## src/rtl/output_disable_pkg.sv

```systemverilog
// Purpose: Shared constants and types for the output-disable request logic.
// Assumes: One 100 MHz clock that stands for the peripheral clock.
// Notes: Field positions and reset values are named here once.
package output_disable_pkg;

    localparam int unsigned NUM_REQ = 4;
    localparam int unsigned NUM_PAIR = 3;
    localparam int unsigned NUM_SEL = 12;
    localparam int unsigned SAMPLE_COUNT = 16;
    localparam logic [7:0] DIV_4 = 8'h04;
    localparam logic [7:0] DIV_16 = 8'h10;
    localparam logic [7:0] DIV_128 = 8'h80;

    typedef enum logic [1:0] {
        edge_accept_mode = 2'b00,
        sample_every_4_mode = 2'b01,
        sample_every_16_mode = 2'b10,
        sample_every_128_mode = 2'b11
    } accept_mode_t;

    typedef enum logic {
        active_level_low = 1'b0,
        active_level_high = 1'b1
    } active_level_t;

    localparam accept_mode_t MODE_RESET = edge_accept_mode;
    localparam logic IRQ_EN_RESET = 1'b0;
    localparam logic OSC_EN_RESET = 1'b0;

    // Per-input configuration carried together.
    typedef struct packed {
        accept_mode_t mode;
        logic irq_en;
    } req_cfg_t;

    // Paired outputs: a and b of each pair, first and second timer group.
    typedef struct packed {
        logic [NUM_PAIR-1:0] out_a;
        logic [NUM_PAIR-1:0] out_b;
    } pair_levels_t;

    function automatic logic [7:0] mode_divider(input accept_mode_t m);
        unique case (m)
            sample_every_4_mode: mode_divider = DIV_4;
            sample_every_16_mode: mode_divider = DIV_16;
            sample_every_128_mode: mode_divider = DIV_128;
            edge_accept_mode: mode_divider = DIV_4;
        endcase
    endfunction : mode_divider

endpackage : output_disable_pkg

```

## src/rtl/request_acceptor.sv

```systemverilog
// Purpose: Accepts one active-low fault request by edge or by repeated low samples.
// Assumes: Input is already synchronised; tick_i pulses are per-mode strobes.
// Notes: accept_o is a one-cycle pulse.
`timescale 1ns/1ns
`default_nettype none
module request_acceptor
    import output_disable_pkg::*;
(
    input wire logic sys_clk_i,
    input wire logic rst_i,
    input wire logic req_n_i,
    input wire accept_mode_t mode_i,
    input wire logic [2:0] tick_i,
    output logic accept_o
);
    logic prev;
    logic [4:0] low_count;
    logic next_prev;
    logic [4:0] next_low_count;
    logic tick;

    always_comb begin
        unique case (mode_i)
            sample_every_4_mode: tick = tick_i[0];
            sample_every_16_mode: tick = tick_i[1];
            sample_every_128_mode: tick = tick_i[2];
            edge_accept_mode: tick = 1'b0;
        endcase
    end

    always_comb begin
        next_prev = req_n_i;
        next_low_count = low_count;
        accept_o = 1'b0;
        if (mode_i == edge_accept_mode) begin
            next_low_count = 5'h00;
            accept_o = prev & ~req_n_i;
        end else if (tick) begin
            if (req_n_i) begin
                next_low_count = 5'h00;
            end else if (low_count == 5'(SAMPLE_COUNT - 1)) begin
                next_low_count = 5'h00;
                accept_o = 1'b1;
            end else begin
                next_low_count = low_count + 5'h01;
            end
        end
    end

    always_ff @(posedge sys_clk_i or posedge rst_i) begin
        if (rst_i) begin
            prev <= 1'b1;
            low_count <= 5'h00;
        end else begin
            prev <= next_prev;
            low_count <= next_low_count;
        end
    end
endmodule : request_acceptor
`default_nettype wire

```

## src/rtl/output_disable_request_logic.sv

```systemverilog
// Summary of operation
// - Four active-low request inputs, each with own mode and interrupt enable.
// - Edge mode accepts a request on a high-to-low transition.
// - Mode four samples every 4 clocks, accepts after 16 low samples.
// - Mode sixteen samples every 16 clocks, accepts after 16 low samples.
// - Mode 128 samples every 128 clocks, accepts after 16 low samples.
// - Accepted request raises interrupt only when that input's enable is set.
// - After reset, all inputs use edge mode with interrupts disabled.
// - Enabled clock failure forces all protected outputs to high impedance.
// - Clock failure enable is clear after reset.
// - Each paired output has active level used for simultaneous-active detection.
// - Second group pairs reuse first group active levels.
// - Each protected output has a selector for its alternative physical pin.
//
// Purpose: Output-disable request logic for timer PWM output pins.
// Assumes: Configuration arrives as plain ports held steady by software.
// Notes: Request pins pass four flip-flops before use: three synchroniser stages, then the req_clean filter register.
`timescale 1ns/1ns
`default_nettype none
module output_disable_request_logic
    import output_disable_pkg::*;
(
    input wire logic sys_clk_i,
    input wire logic rst_i,
    input wire logic [NUM_REQ-1:0] fault_request_in_n_i,
    input wire logic clock_monitor_error_i,
    input wire req_cfg_t [NUM_REQ-1:0] req_cfg_i,
    input wire logic cfg_load_i,
    input wire logic osc_hiz_en_i,
    input wire logic [NUM_REQ-1:0] req_flag_clear_i,
    input wire logic osc_flag_clear_i,
    input wire pair_levels_t level_cfg_i,
    input wire logic level_load_i,
    input wire pair_levels_t group1_out_i,
    input wire pair_levels_t group2_out_i,
    input wire logic [NUM_SEL*2-1:0] pin_sel_i,
    output logic [NUM_REQ-1:0] req_flag_o,
    output logic [NUM_REQ-1:0] req_irq_o,
    output logic osc_flag_o,
    output logic hiz_o,
    output logic [NUM_PAIR-1:0] group1_both_active_o,
    output logic [NUM_PAIR-1:0] group2_both_active_o,
    output logic [NUM_SEL*2-1:0] pin_sel_o
);
    // Pin synchronisers: a change is taken once stages two and three agree.
    logic [NUM_REQ-1:0] sync1;
    logic [NUM_REQ-1:0] sync2;
    logic [NUM_REQ-1:0] sync3;
    logic [NUM_REQ-1:0] req_clean;
    logic [NUM_REQ-1:0] next_req_clean;
    logic osc1;
    logic osc2;
    logic osc3;

    req_cfg_t [NUM_REQ-1:0] cfg;
    req_cfg_t [NUM_REQ-1:0] next_cfg;
    logic osc_en;
    logic next_osc_en;
    pair_levels_t level;
    pair_levels_t next_level;
    logic [NUM_SEL*2-1:0] next_pin_sel;

    logic [6:0] div_count;
    logic [6:0] next_div_count;
    logic [2:0] tick;

    logic [NUM_REQ-1:0] accept;
    logic [NUM_REQ-1:0] next_req_flag;
    logic [NUM_REQ-1:0] next_req_irq;
    logic next_osc_flag;
    logic [NUM_PAIR-1:0] next_g1_both;
    logic [NUM_PAIR-1:0] next_g2_both;

    function automatic logic [NUM_PAIR-1:0] both_active(input pair_levels_t outs,
                                                        input pair_levels_t lv);
        // A pair counts as both active when each output equals its active level.
        both_active = ~(outs.out_a ^ lv.out_a) & ~(outs.out_b ^ lv.out_b);
    endfunction : both_active

    always_ff @(posedge sys_clk_i or posedge rst_i) begin
        if (rst_i) begin
            sync1 <= {NUM_REQ{1'b1}};
            sync2 <= {NUM_REQ{1'b1}};
            sync3 <= {NUM_REQ{1'b1}};
            osc1 <= 1'b0;
            osc2 <= 1'b0;
            osc3 <= 1'b0;
        end else begin
            sync1 <= fault_request_in_n_i;
            sync2 <= sync1;
            sync3 <= sync2;
            osc1 <= clock_monitor_error_i;
            osc2 <= osc1;
            osc3 <= osc2;
        end
    end

    always_comb begin
        next_req_clean = req_clean;
        for (int i = 0; i < NUM_REQ; i++) begin
            if (sync2[i] == sync3[i]) begin
                next_req_clean[i] = sync3[i];
            end
        end
    end

    // Sampling strobes every 4, 16 and 128 clocks from one free-running divider.
    always_comb begin
        next_div_count = div_count + 7'h01;
        tick[0] = (div_count[1:0] == 2'h3);
        tick[1] = (div_count[3:0] == 4'hF);
        tick[2] = (div_count == 7'(DIV_128 - 8'h01));
    end

    always_comb begin
        next_cfg = cfg;
        next_osc_en = osc_en;
        next_level = level;
        next_pin_sel = pin_sel_o;
        if (cfg_load_i) begin
            next_cfg = req_cfg_i;
            next_osc_en = osc_hiz_en_i;
            next_pin_sel = pin_sel_i;
        end
        if (level_load_i) begin
            next_level = level_cfg_i;
        end
    end

    genvar g;
    generate
        for (g = 0; g < NUM_REQ; g++) begin : gen_req
            request_acceptor u_acceptor (
                .sys_clk_i(sys_clk_i),
                .rst_i(rst_i),
                .req_n_i(req_clean[g]),
                .mode_i(cfg[g].mode),
                .tick_i(tick),
                .accept_o(accept[g])
            );
        end
    endgenerate

    // Setting wins over a clear arriving in the same cycle.
    always_comb begin
        for (int i = 0; i < NUM_REQ; i++) begin
            next_req_flag[i] = accept[i] | (req_flag_o[i] & ~req_flag_clear_i[i]);
            next_req_irq[i] = accept[i] & cfg[i].irq_en;
        end
        // The failure only counts once stages two and three of its synchroniser agree.
        next_osc_flag = (osc_en & osc2 & osc3)
            | (osc_flag_o & ~osc_flag_clear_i);
        next_g1_both = both_active(group1_out_i, level);
        next_g2_both = both_active(group2_out_i, level);
    end

    always_ff @(posedge sys_clk_i or posedge rst_i) begin
        if (rst_i) begin
            req_clean <= {NUM_REQ{1'b1}};
            div_count <= 7'h00;
            for (int i = 0; i < NUM_REQ; i++) begin
                cfg[i].mode <= MODE_RESET;
                cfg[i].irq_en <= IRQ_EN_RESET;
            end
            osc_en <= OSC_EN_RESET;
            level <= '0;
            pin_sel_o <= '0;
            req_flag_o <= '0;
            req_irq_o <= '0;
            osc_flag_o <= 1'b0;
            group1_both_active_o <= '0;
            group2_both_active_o <= '0;
        end else begin
            req_clean <= next_req_clean;
            div_count <= next_div_count;
            cfg <= next_cfg;
            osc_en <= next_osc_en;
            level <= next_level;
            pin_sel_o <= next_pin_sel;
            req_flag_o <= next_req_flag;
            req_irq_o <= next_req_irq;
            osc_flag_o <= next_osc_flag;
            group1_both_active_o <= next_g1_both;
            group2_both_active_o <= next_g2_both;
        end
    end

    assign hiz_o = (|req_flag_o) | osc_flag_o;
endmodule : output_disable_request_logic
`default_nettype wire

```

## config.mk

```make
export PLATFORM = sky130hd
export DESIGN_NAME = output_disable_request_logic
export DESIGN_NICKNAME = d
export VERILOG_FILES = /design/src/rtl/output_disable_pkg.sv /design/src/rtl/request_acceptor.sv /design/src/rtl/output_disable_request_logic.sv
export SDC_FILE = /design/constraint.sdc
export NUM_CORES = 1
export LEC_CHECK = 0
export BUFFER_PORTS_ARGS = -buffer_cell sky130_fd_sc_hd__buf_4
export CAP_MARGIN = 5
export CORE_UTILIZATION = 30
export DETAILED_ROUTE_END_ITERATION = 8
export REMOVE_ABC_BUFFERS = 1
export SKIP_CTS_REPAIR_TIMING = 1
export SYNTH_ARGS = -nofsm -noshare
export SYNTH_HDL_FRONTEND = slang
export SYNTH_SLANG_ARGS = --single-unit
```

## constraint.sdc

```tcl
create_clock -name sys_clk_i -period 9.7 [get_ports sys_clk_i]
set_clock_uncertainty 0.15 [all_clocks]
set_input_delay 1.94 -clock sys_clk_i [delete_from_list [all_inputs] [get_ports sys_clk_i]]
set_output_delay 1.94 -clock sys_clk_i [all_outputs]
set_load 0.03 [all_outputs]
```

==> impl_metrics.env, run 1 <==
export IMPL_outcome="finished, final reports clean"
export IMPL_drv_slew=0
export IMPL_yosysTopAreaCell="dfrtp_1"
export IMPL_synth_ff_type="dfrtp_1"
export IMPL_antenna_cells=0
export IMPL_routedWlPerCell_um=14.4
export IMPL_powerDensity_nw_per_um2=195
export IMPL_drtPass1Iterations=4
export IMPL_synth_mux_area_frac=0.121
export IMPL_grt_util_all_layers=0.131
export IMPL_finalWeightedCongestion=0.719
export IMPL_path_max_fanout=3
export IMPL_yosysTopAreaCellShare=0.518
export IMPL_nets=498
export IMPL_die_width_um=121
export IMPL_grt_max_degree=77
export IMPL_hpwl_mm=6.31
export IMPL_synth_warnings=0
export IMPL_max_freq_mhz=289
export IMPL_initial_utilization=0.307
export IMPL_cpMaxStageDelayCell="dfrtp_1"
export IMPL_synth_common_cells="dfrtp_1, mux2_2, dfstp_2"
export IMPL_synthTopCellsByArea="dfrtp_1, dfstp_2, mux2_2, xor2_1, nand3_1"
export IMPL_criticalPathCategory="reg -> out"
export IMPL_port_buffer_count=108
export IMPL_fp_dieArea_um2=14600
export IMPL_clk_path_buf_depth=2
export IMPL_hold_class="reg -> reg"
export IMPL_synthCells=312
export IMPL_die_y_um=121
export IMPL_crit_buf_inv=1
export IMPL_crit_arrival_ps=1370
export IMPL_fin_crit_sh=0.356
export IMPL_p_leak_nw=2.57
export IMPL_detail_route_antenna_nets=0
export IMPL_num_rows=43
export IMPL_cap_violations=0
export IMPL_synthDistinctLibCells=37
export IMPL_synth_xor_area_frac=0.0350
export IMPL_area_growth_pct=31.3
export IMPL_clk_pin_slew_ps=70
export IMPL_via_count=2839
export IMPL_grt_pass1_vias=2973
export IMPL_cts_sink_count=108
export IMPL_cts_root_buf="clkbuf_16"
export IMPL_cts_tree="yes"
export IMPL_startpoint_type="flop"
export IMPL_via_per_inst=4.66
export IMPL_rsz0062_at_grt="false"
export IMPL_relSlewSlack=0.379
export IMPL_yosys_register_bits=108
export IMPL_vdd_drop_max_mv=0.0884
export IMPL_critical_path_top_delay_family="simple AND/OR/NAND/NOR gates"
export IMPL_avgSynthCellArea_um2=13.6
export IMPL_cpPeakStageDelay_ps=400
export IMPL_grt_first_pass_wirelength_mm=15.0
export IMPL_setup_viol_count_final=0
export IMPL_setup_slack_ps=6240
export IMPL_path_cells="nor3_1 -> nand3_1 -> buf_4"
export IMPL_synth_edf_count=0
export IMPL_syn_area_um2=4250
export IMPL_drt_wl_total_mm=8.77
export IMPL_required_ps=7610
export IMPL_pre_cts_slack_ps=6220
export IMPL_overflow=0
export IMPL_synth_compound_area_frac=0.0615
export IMPL_async_flop_share=1.00
export IMPL_crit_path_end_kind="primary output"
export IMPL_final_layout_size_suffix_gt1_frac=0.441
export IMPL_cts_buffers=9
export IMPL_setup_tns_ps=0
export IMPL_final_util=0.404
export IMPL_cts_htree_levels=3
export IMPL_first_iter_violations=178
export IMPL_ys_seq_area_frac=0.642
export IMPL_synth_fa_ha_area_frac=0.0241
export IMPL_tightest_slew_ps=931
export IMPL_synth_most_common_cell="dfrtp_1"
export IMPL_coreArea_um2=13800
export IMPL_ios=109
export IMPL_hold_viol=0
export IMPL_synth_top_family_by_area="multiplexers"
export IMPL_synthSimpleGateAreaFrac=0.0989
export IMPL_clk_latency_ps=340
export IMPL_route_detailed_drc=0
export IMPL_antenna_found_initial=0
export IMPL_period_minus_slack_ps=3460
-- state kept, by name, summed over array words and instances, names as in the netlist, 4 cells and up --
| signal | flops |
|---|---|
| pin_sel_o | 24 |
| gen_req.u_acceptor.low_count | 20 |
| cfg | 12 |
| div_count | 7 |
| level | 6 |
| gen_req.u_acceptor.prev | 4 |
| req_clean | 4 |
| req_flag_o | 4 |
| req_irq_o | 4 |
| sync1 | 4 |
| sync2 | 4 |
| sync3 | 4 |
-- logic make-up (layout without fill, tap and decap cells) --
group | count (synthesis) | in the layout
fa+ha+maj | 9 | 9
compound gates | 38 | 38
buf+inv | 16 | 133
simple gates | 78 | 78
xor+xnor | 17 | 17
flops | 108 | 108
mux | 46 | 46
-- worst register-to-register path, delay by kind of cell (launching register included) --
family	cells	cell delay [ps]
adder cells (fa/ha/maj)	1	350
AO/OA/AOI/OAI	1	480
AND/OR/NAND/NOR	3	1010
flip-flops	1	380
-- layer usage --
metal | vias up | track usage | wire (µm)
li1 | 1332 | - | -
met1 | 1404 | 0.168 | 3810
met2 | 96 | 0.204 | 4140
met3 | 7 | 0.0479 | 711
met4 | 0 | 0.0417 | 111
met5 | - | 0 | 0
-- stage by stage --
stage	total power [mW]	cells	area (µm²)	hold slack, ps
floorplan	0.629	304	4210	181
global placement	0.698	593	5250	196
detailed placement	0.706	593	5250	192
CTS	1.11	609	5580	206
global route	1.14	609	5580	211
finish	1.09	609	5580	204
-- power by group --
group	switching, mW	internal (mW)	total, mW	leakage (nW)
Sequential	0.0321	0.497	0.529	1.31
Clock	0.155	0.240	0.395	0.159
Combinational	0.0890	0.0764	0.165	1.10
-- area by class of cell --
cell class	instances	area (µm²)
inverters	8	32.5
fillers	1320	8250
repair buffers	109	818
multi-input cells	188	1450
flip-flops and latches	108	2730
clock buffers	12	256
well taps	180	225
clock inverters	4	72.6
-- cell usage in the layout (no fill, tap or decap), drive strengths merged, types with 2 or more instances in the layout --
cell type,instances
nand2,18
buf,109
nand2b,3
nor4b,4
a32o,4
xor2,14
or2b,3
nand3,16
ha,5
xnor2,3
dfrtp,88
o31ai,3
mux2i,3
or4,4
dfstp,20
bufinv,2
a31oi,5
maj3,4
o21ai,13
o21bai,4
o32ai,3
inv,8
mux2,43
clkbuf,12
nor2,17
o21a,4
and4b,4
-- path summary, 6_finish.rpt --
kind | start | end | slack [ps] | cells after the start
min in group asynchronous | rst_i | pin_sel_o[21]$_DFFE_PP0P_ | 1450 | 2
max in group asynchronous | rst_i | cfg[5]$_DFFE_PP0P_ | 6690 | 3
min reg2reg | osc1$_DFF_PP0_ | osc2$_DFF_PP0_ | 200 | 0
max | req_flag_o[2]$_DFF_PP0_ | hiz_o | 6240 | 3
min | osc1$_DFF_PP0_ | osc2$_DFF_PP0_ | 200 | 0
max reg2reg | div_count[0]$_DFF_PP0_ | gen_req[3].u_acceptor.low_count[3]$_DFFE_PP0P_ | 7270 | 5
No activity file was read; power rests on OpenSTA's default activity.
==> run 2: changes to the inputs <==
==> constraint.sdc (replaced) <==
create_clock -name sys_clk_i -period 3.4 [get_ports sys_clk_i]
set_clock_uncertainty 0.15 [all_clocks]
set_input_delay 0.68 -clock sys_clk_i [delete_from_list [all_inputs] [get_ports sys_clk_i]]
set_output_delay 0.68 -clock sys_clk_i [all_outputs]
set_load 0.03 [all_outputs]
==> run 2 against run 1 <==
Effect of this change: die area did not move; cell area fell by 0.36%; combinational power rose to 2.9 times the previous value; critical path type is now reg -> reg; critical endpoint is now gen_req[3].u_acceptor.low_count[3]$_DFFE_PP0P_; largest power group unchanged; highest routed layer unchanged.
==> impl_metrics.env, run 2 (same netlist as run 1, synthesis figures left out) <==
export IMPL_die_width_um=121
export IMPL_cts_tree="yes"
export IMPL_required_ps=3530
export IMPL_crit_buf_inv=0
export IMPL_final_layout_size_suffix_gt1_frac=0.436
export IMPL_fp_dieArea_um2=14600
export IMPL_port_buffer_count=108
export IMPL_cap_violations=0
export IMPL_antenna_cells=0
export IMPL_overflow=0
export IMPL_routedWlPerCell_um=14.0
export IMPL_grt_max_degree=63
export IMPL_dp_cells=593
export IMPL_clk_pin_slew_ps=70
export IMPL_seqPwrFrac=0.500
export IMPL_coreArea_um2=13800
export IMPL_path_max_fanout=11
export IMPL_drt_wl_total_mm=8.55
export IMPL_tightest_slew_ps=798
export IMPL_path_cells="ha_1 -> nand4_1 -> a32o_1 -> or4_1 -> nand3_1"
export IMPL_largest_reg_flops=24
export IMPL_via_per_inst=4.67
export IMPL_max_freq_mhz=440
export IMPL_clk_path_buf_depth=2
export IMPL_route_detailed_drc=0
export IMPL_cts_sink_count=108
export IMPL_p_int_mw=2.23
export IMPL_cts_root_buf="clkbuf_16"
export IMPL_ios=109
export IMPL_power_frac_clock=0.344
export IMPL_cpMaxStageDelayCell="or4_1"
export IMPL_criticalPathCategory="reg -> reg"
export IMPL_nFillCells=1313
export IMPL_hold_viol=0
export IMPL_crit_arrival_ps=2400
export IMPL_p_leak_nw=2.55
export IMPL_clk_latency_ps=350
export IMPL_switching_power_mw=0.790
export IMPL_critical_path_top_delay_family="simple AND/OR/NAND/NOR gates"
export IMPL_fin_area_um2=5560
export IMPL_antenna_found_initial=0
export IMPL_top_register="pin_sel_o"
export IMPL_drtPass1Iterations=4
export IMPL_dr_wl_met3_um=749
export IMPL_crit_path_end_kind="flop"
export IMPL_via_count=2841
export IMPL_highest_layer="met4"
export IMPL_wl_met2_mm=3.87
export IMPL_outcome="finished, final reports clean"
export IMPL_drv_slew=0
export IMPL_vdd_drop_max_mv=0.228
export IMPL_fin_cells=609
export IMPL_final_common_cell="buf_4"
export IMPL_detail_route_antenna_nets=0
export IMPL_setup_tns_ps=0
export IMPL_nets=498
export IMPL_powerDensity_nw_per_um2=543
export IMPL_hold_class="reg -> reg"
export IMPL_hpwl_mm=5.99
export IMPL_first_iter_violations=92
export IMPL_die_y_um=121
export IMPL_place_area_um2=5260
export IMPL_wl_met1_mm=3.75
export IMPL_area_growth_pct=30.8
export IMPL_rsz0062_at_grt="false"
export IMPL_grt_util_all_layers=0.129
export IMPL_cpPeakStageDelay_ps=550
export IMPL_initial_utilization=0.307
export IMPL_relSlewSlack=0.468
export IMPL_period_minus_slack_ps=2270
export IMPL_finalPower_mw=3.02
export IMPL_comb_power_share=0.157
export IMPL_final_cell_mix="buf_4, dfrtp_1, mux2_2"
export IMPL_startpoint_type="flop"
export IMPL_cts_buffers=9
export IMPL_switching_share=0.261
export IMPL_setup_viol_count_final=0
export IMPL_cts_htree_levels=3
export IMPL_finalWeightedCongestion=0.729
export IMPL_top_regs="pin_sel_o: 24 flops, gen_req.u_acceptor.low_count: 20 flops, cfg: 12 flops"
export IMPL_grt_first_pass_wirelength_mm=14.5
export IMPL_num_rows=43
export IMPL_fin_crit_sh=0.668
export IMPL_grt_pass1_vias=2994
## run 2: power groups by stage
stage / Clock (mW) / Combinational, mW / Sequential, mW
6_report: 1.04 / 0.473 / 1.51
5_1_grt: 1.12 / 0.523 / 1.53
4_1_cts: 1.08 / 0.480 / 1.51
3_5_place_dp: 0 / 0.481 / 1.53
3_3_place_gp: 0 / 0.468 / 1.53
2_1_floorplan: 0 / 0.194 / 1.60
## run 2: worst paths after layout
| path | from | end | slack [ps] | cells past startpoint |
|---|---|---|---|---|
| max | div_count[0]$_DFF_PP0_ | gen_req[3].u_acceptor.low_count[3]$_DFFE_PP0P_ | 1130 | 5 |
| min | sync1[0]$_DFF_PP1_ | sync2[0]$_DFF_PP1_ | 210 | 0 |
| max reg2reg | div_count[0]$_DFF_PP0_ | gen_req[3].u_acceptor.low_count[3]$_DFFE_PP0P_ | 1130 | 5 |
| min reg2reg | sync1[0]$_DFF_PP1_ | sync2[0]$_DFF_PP1_ | 210 | 0 |
| max in group asynchronous | rst_i | gen_req[1].u_acceptor.prev$_DFF_PP1_ | 1980 | 3 |
| min in group asynchronous | rst_i | level[2]$_DFFE_PP0P_ | 340 | 2 |
## run 2: final cells by class
cell class              count  area (µm²)  area share
flip-flops and latches    108        2730       0.491
clock buffers              13         250      0.0450
clock inverters             3        46.3     0.00833
inverters                   8        32.5     0.00585
well taps                 180         225      0.0405
multi-input cells         188        1450       0.260
repair buffers            109         831       0.149
## run 2: stage by stage
| step | worst slack [ps] | util | hold slack, ps |
|---|---|---|---|
| floorplan | -242 | - | 181 |
| detailed placement | 1150 | 0.381 | 199 |
| global route | 972 | 0.402 | 209 |
| global placement | 1300 | 0.381 | 196 |
| CTS | 1090 | 0.402 | 208 |
| finish | 1130 | 0.402 | 207 |
## run 2: routing by layer
| metal | vias to the layer above | global-route usage |
|---|---|---|
| met3 | 12 | 0.0526 |
| met4 | 0 | 0.0625 |
| met5 | - | 0 |
| met1 | 1383 | 0.159 |
| met2 | 109 | 0.196 |
| li1 | 1337 | - |
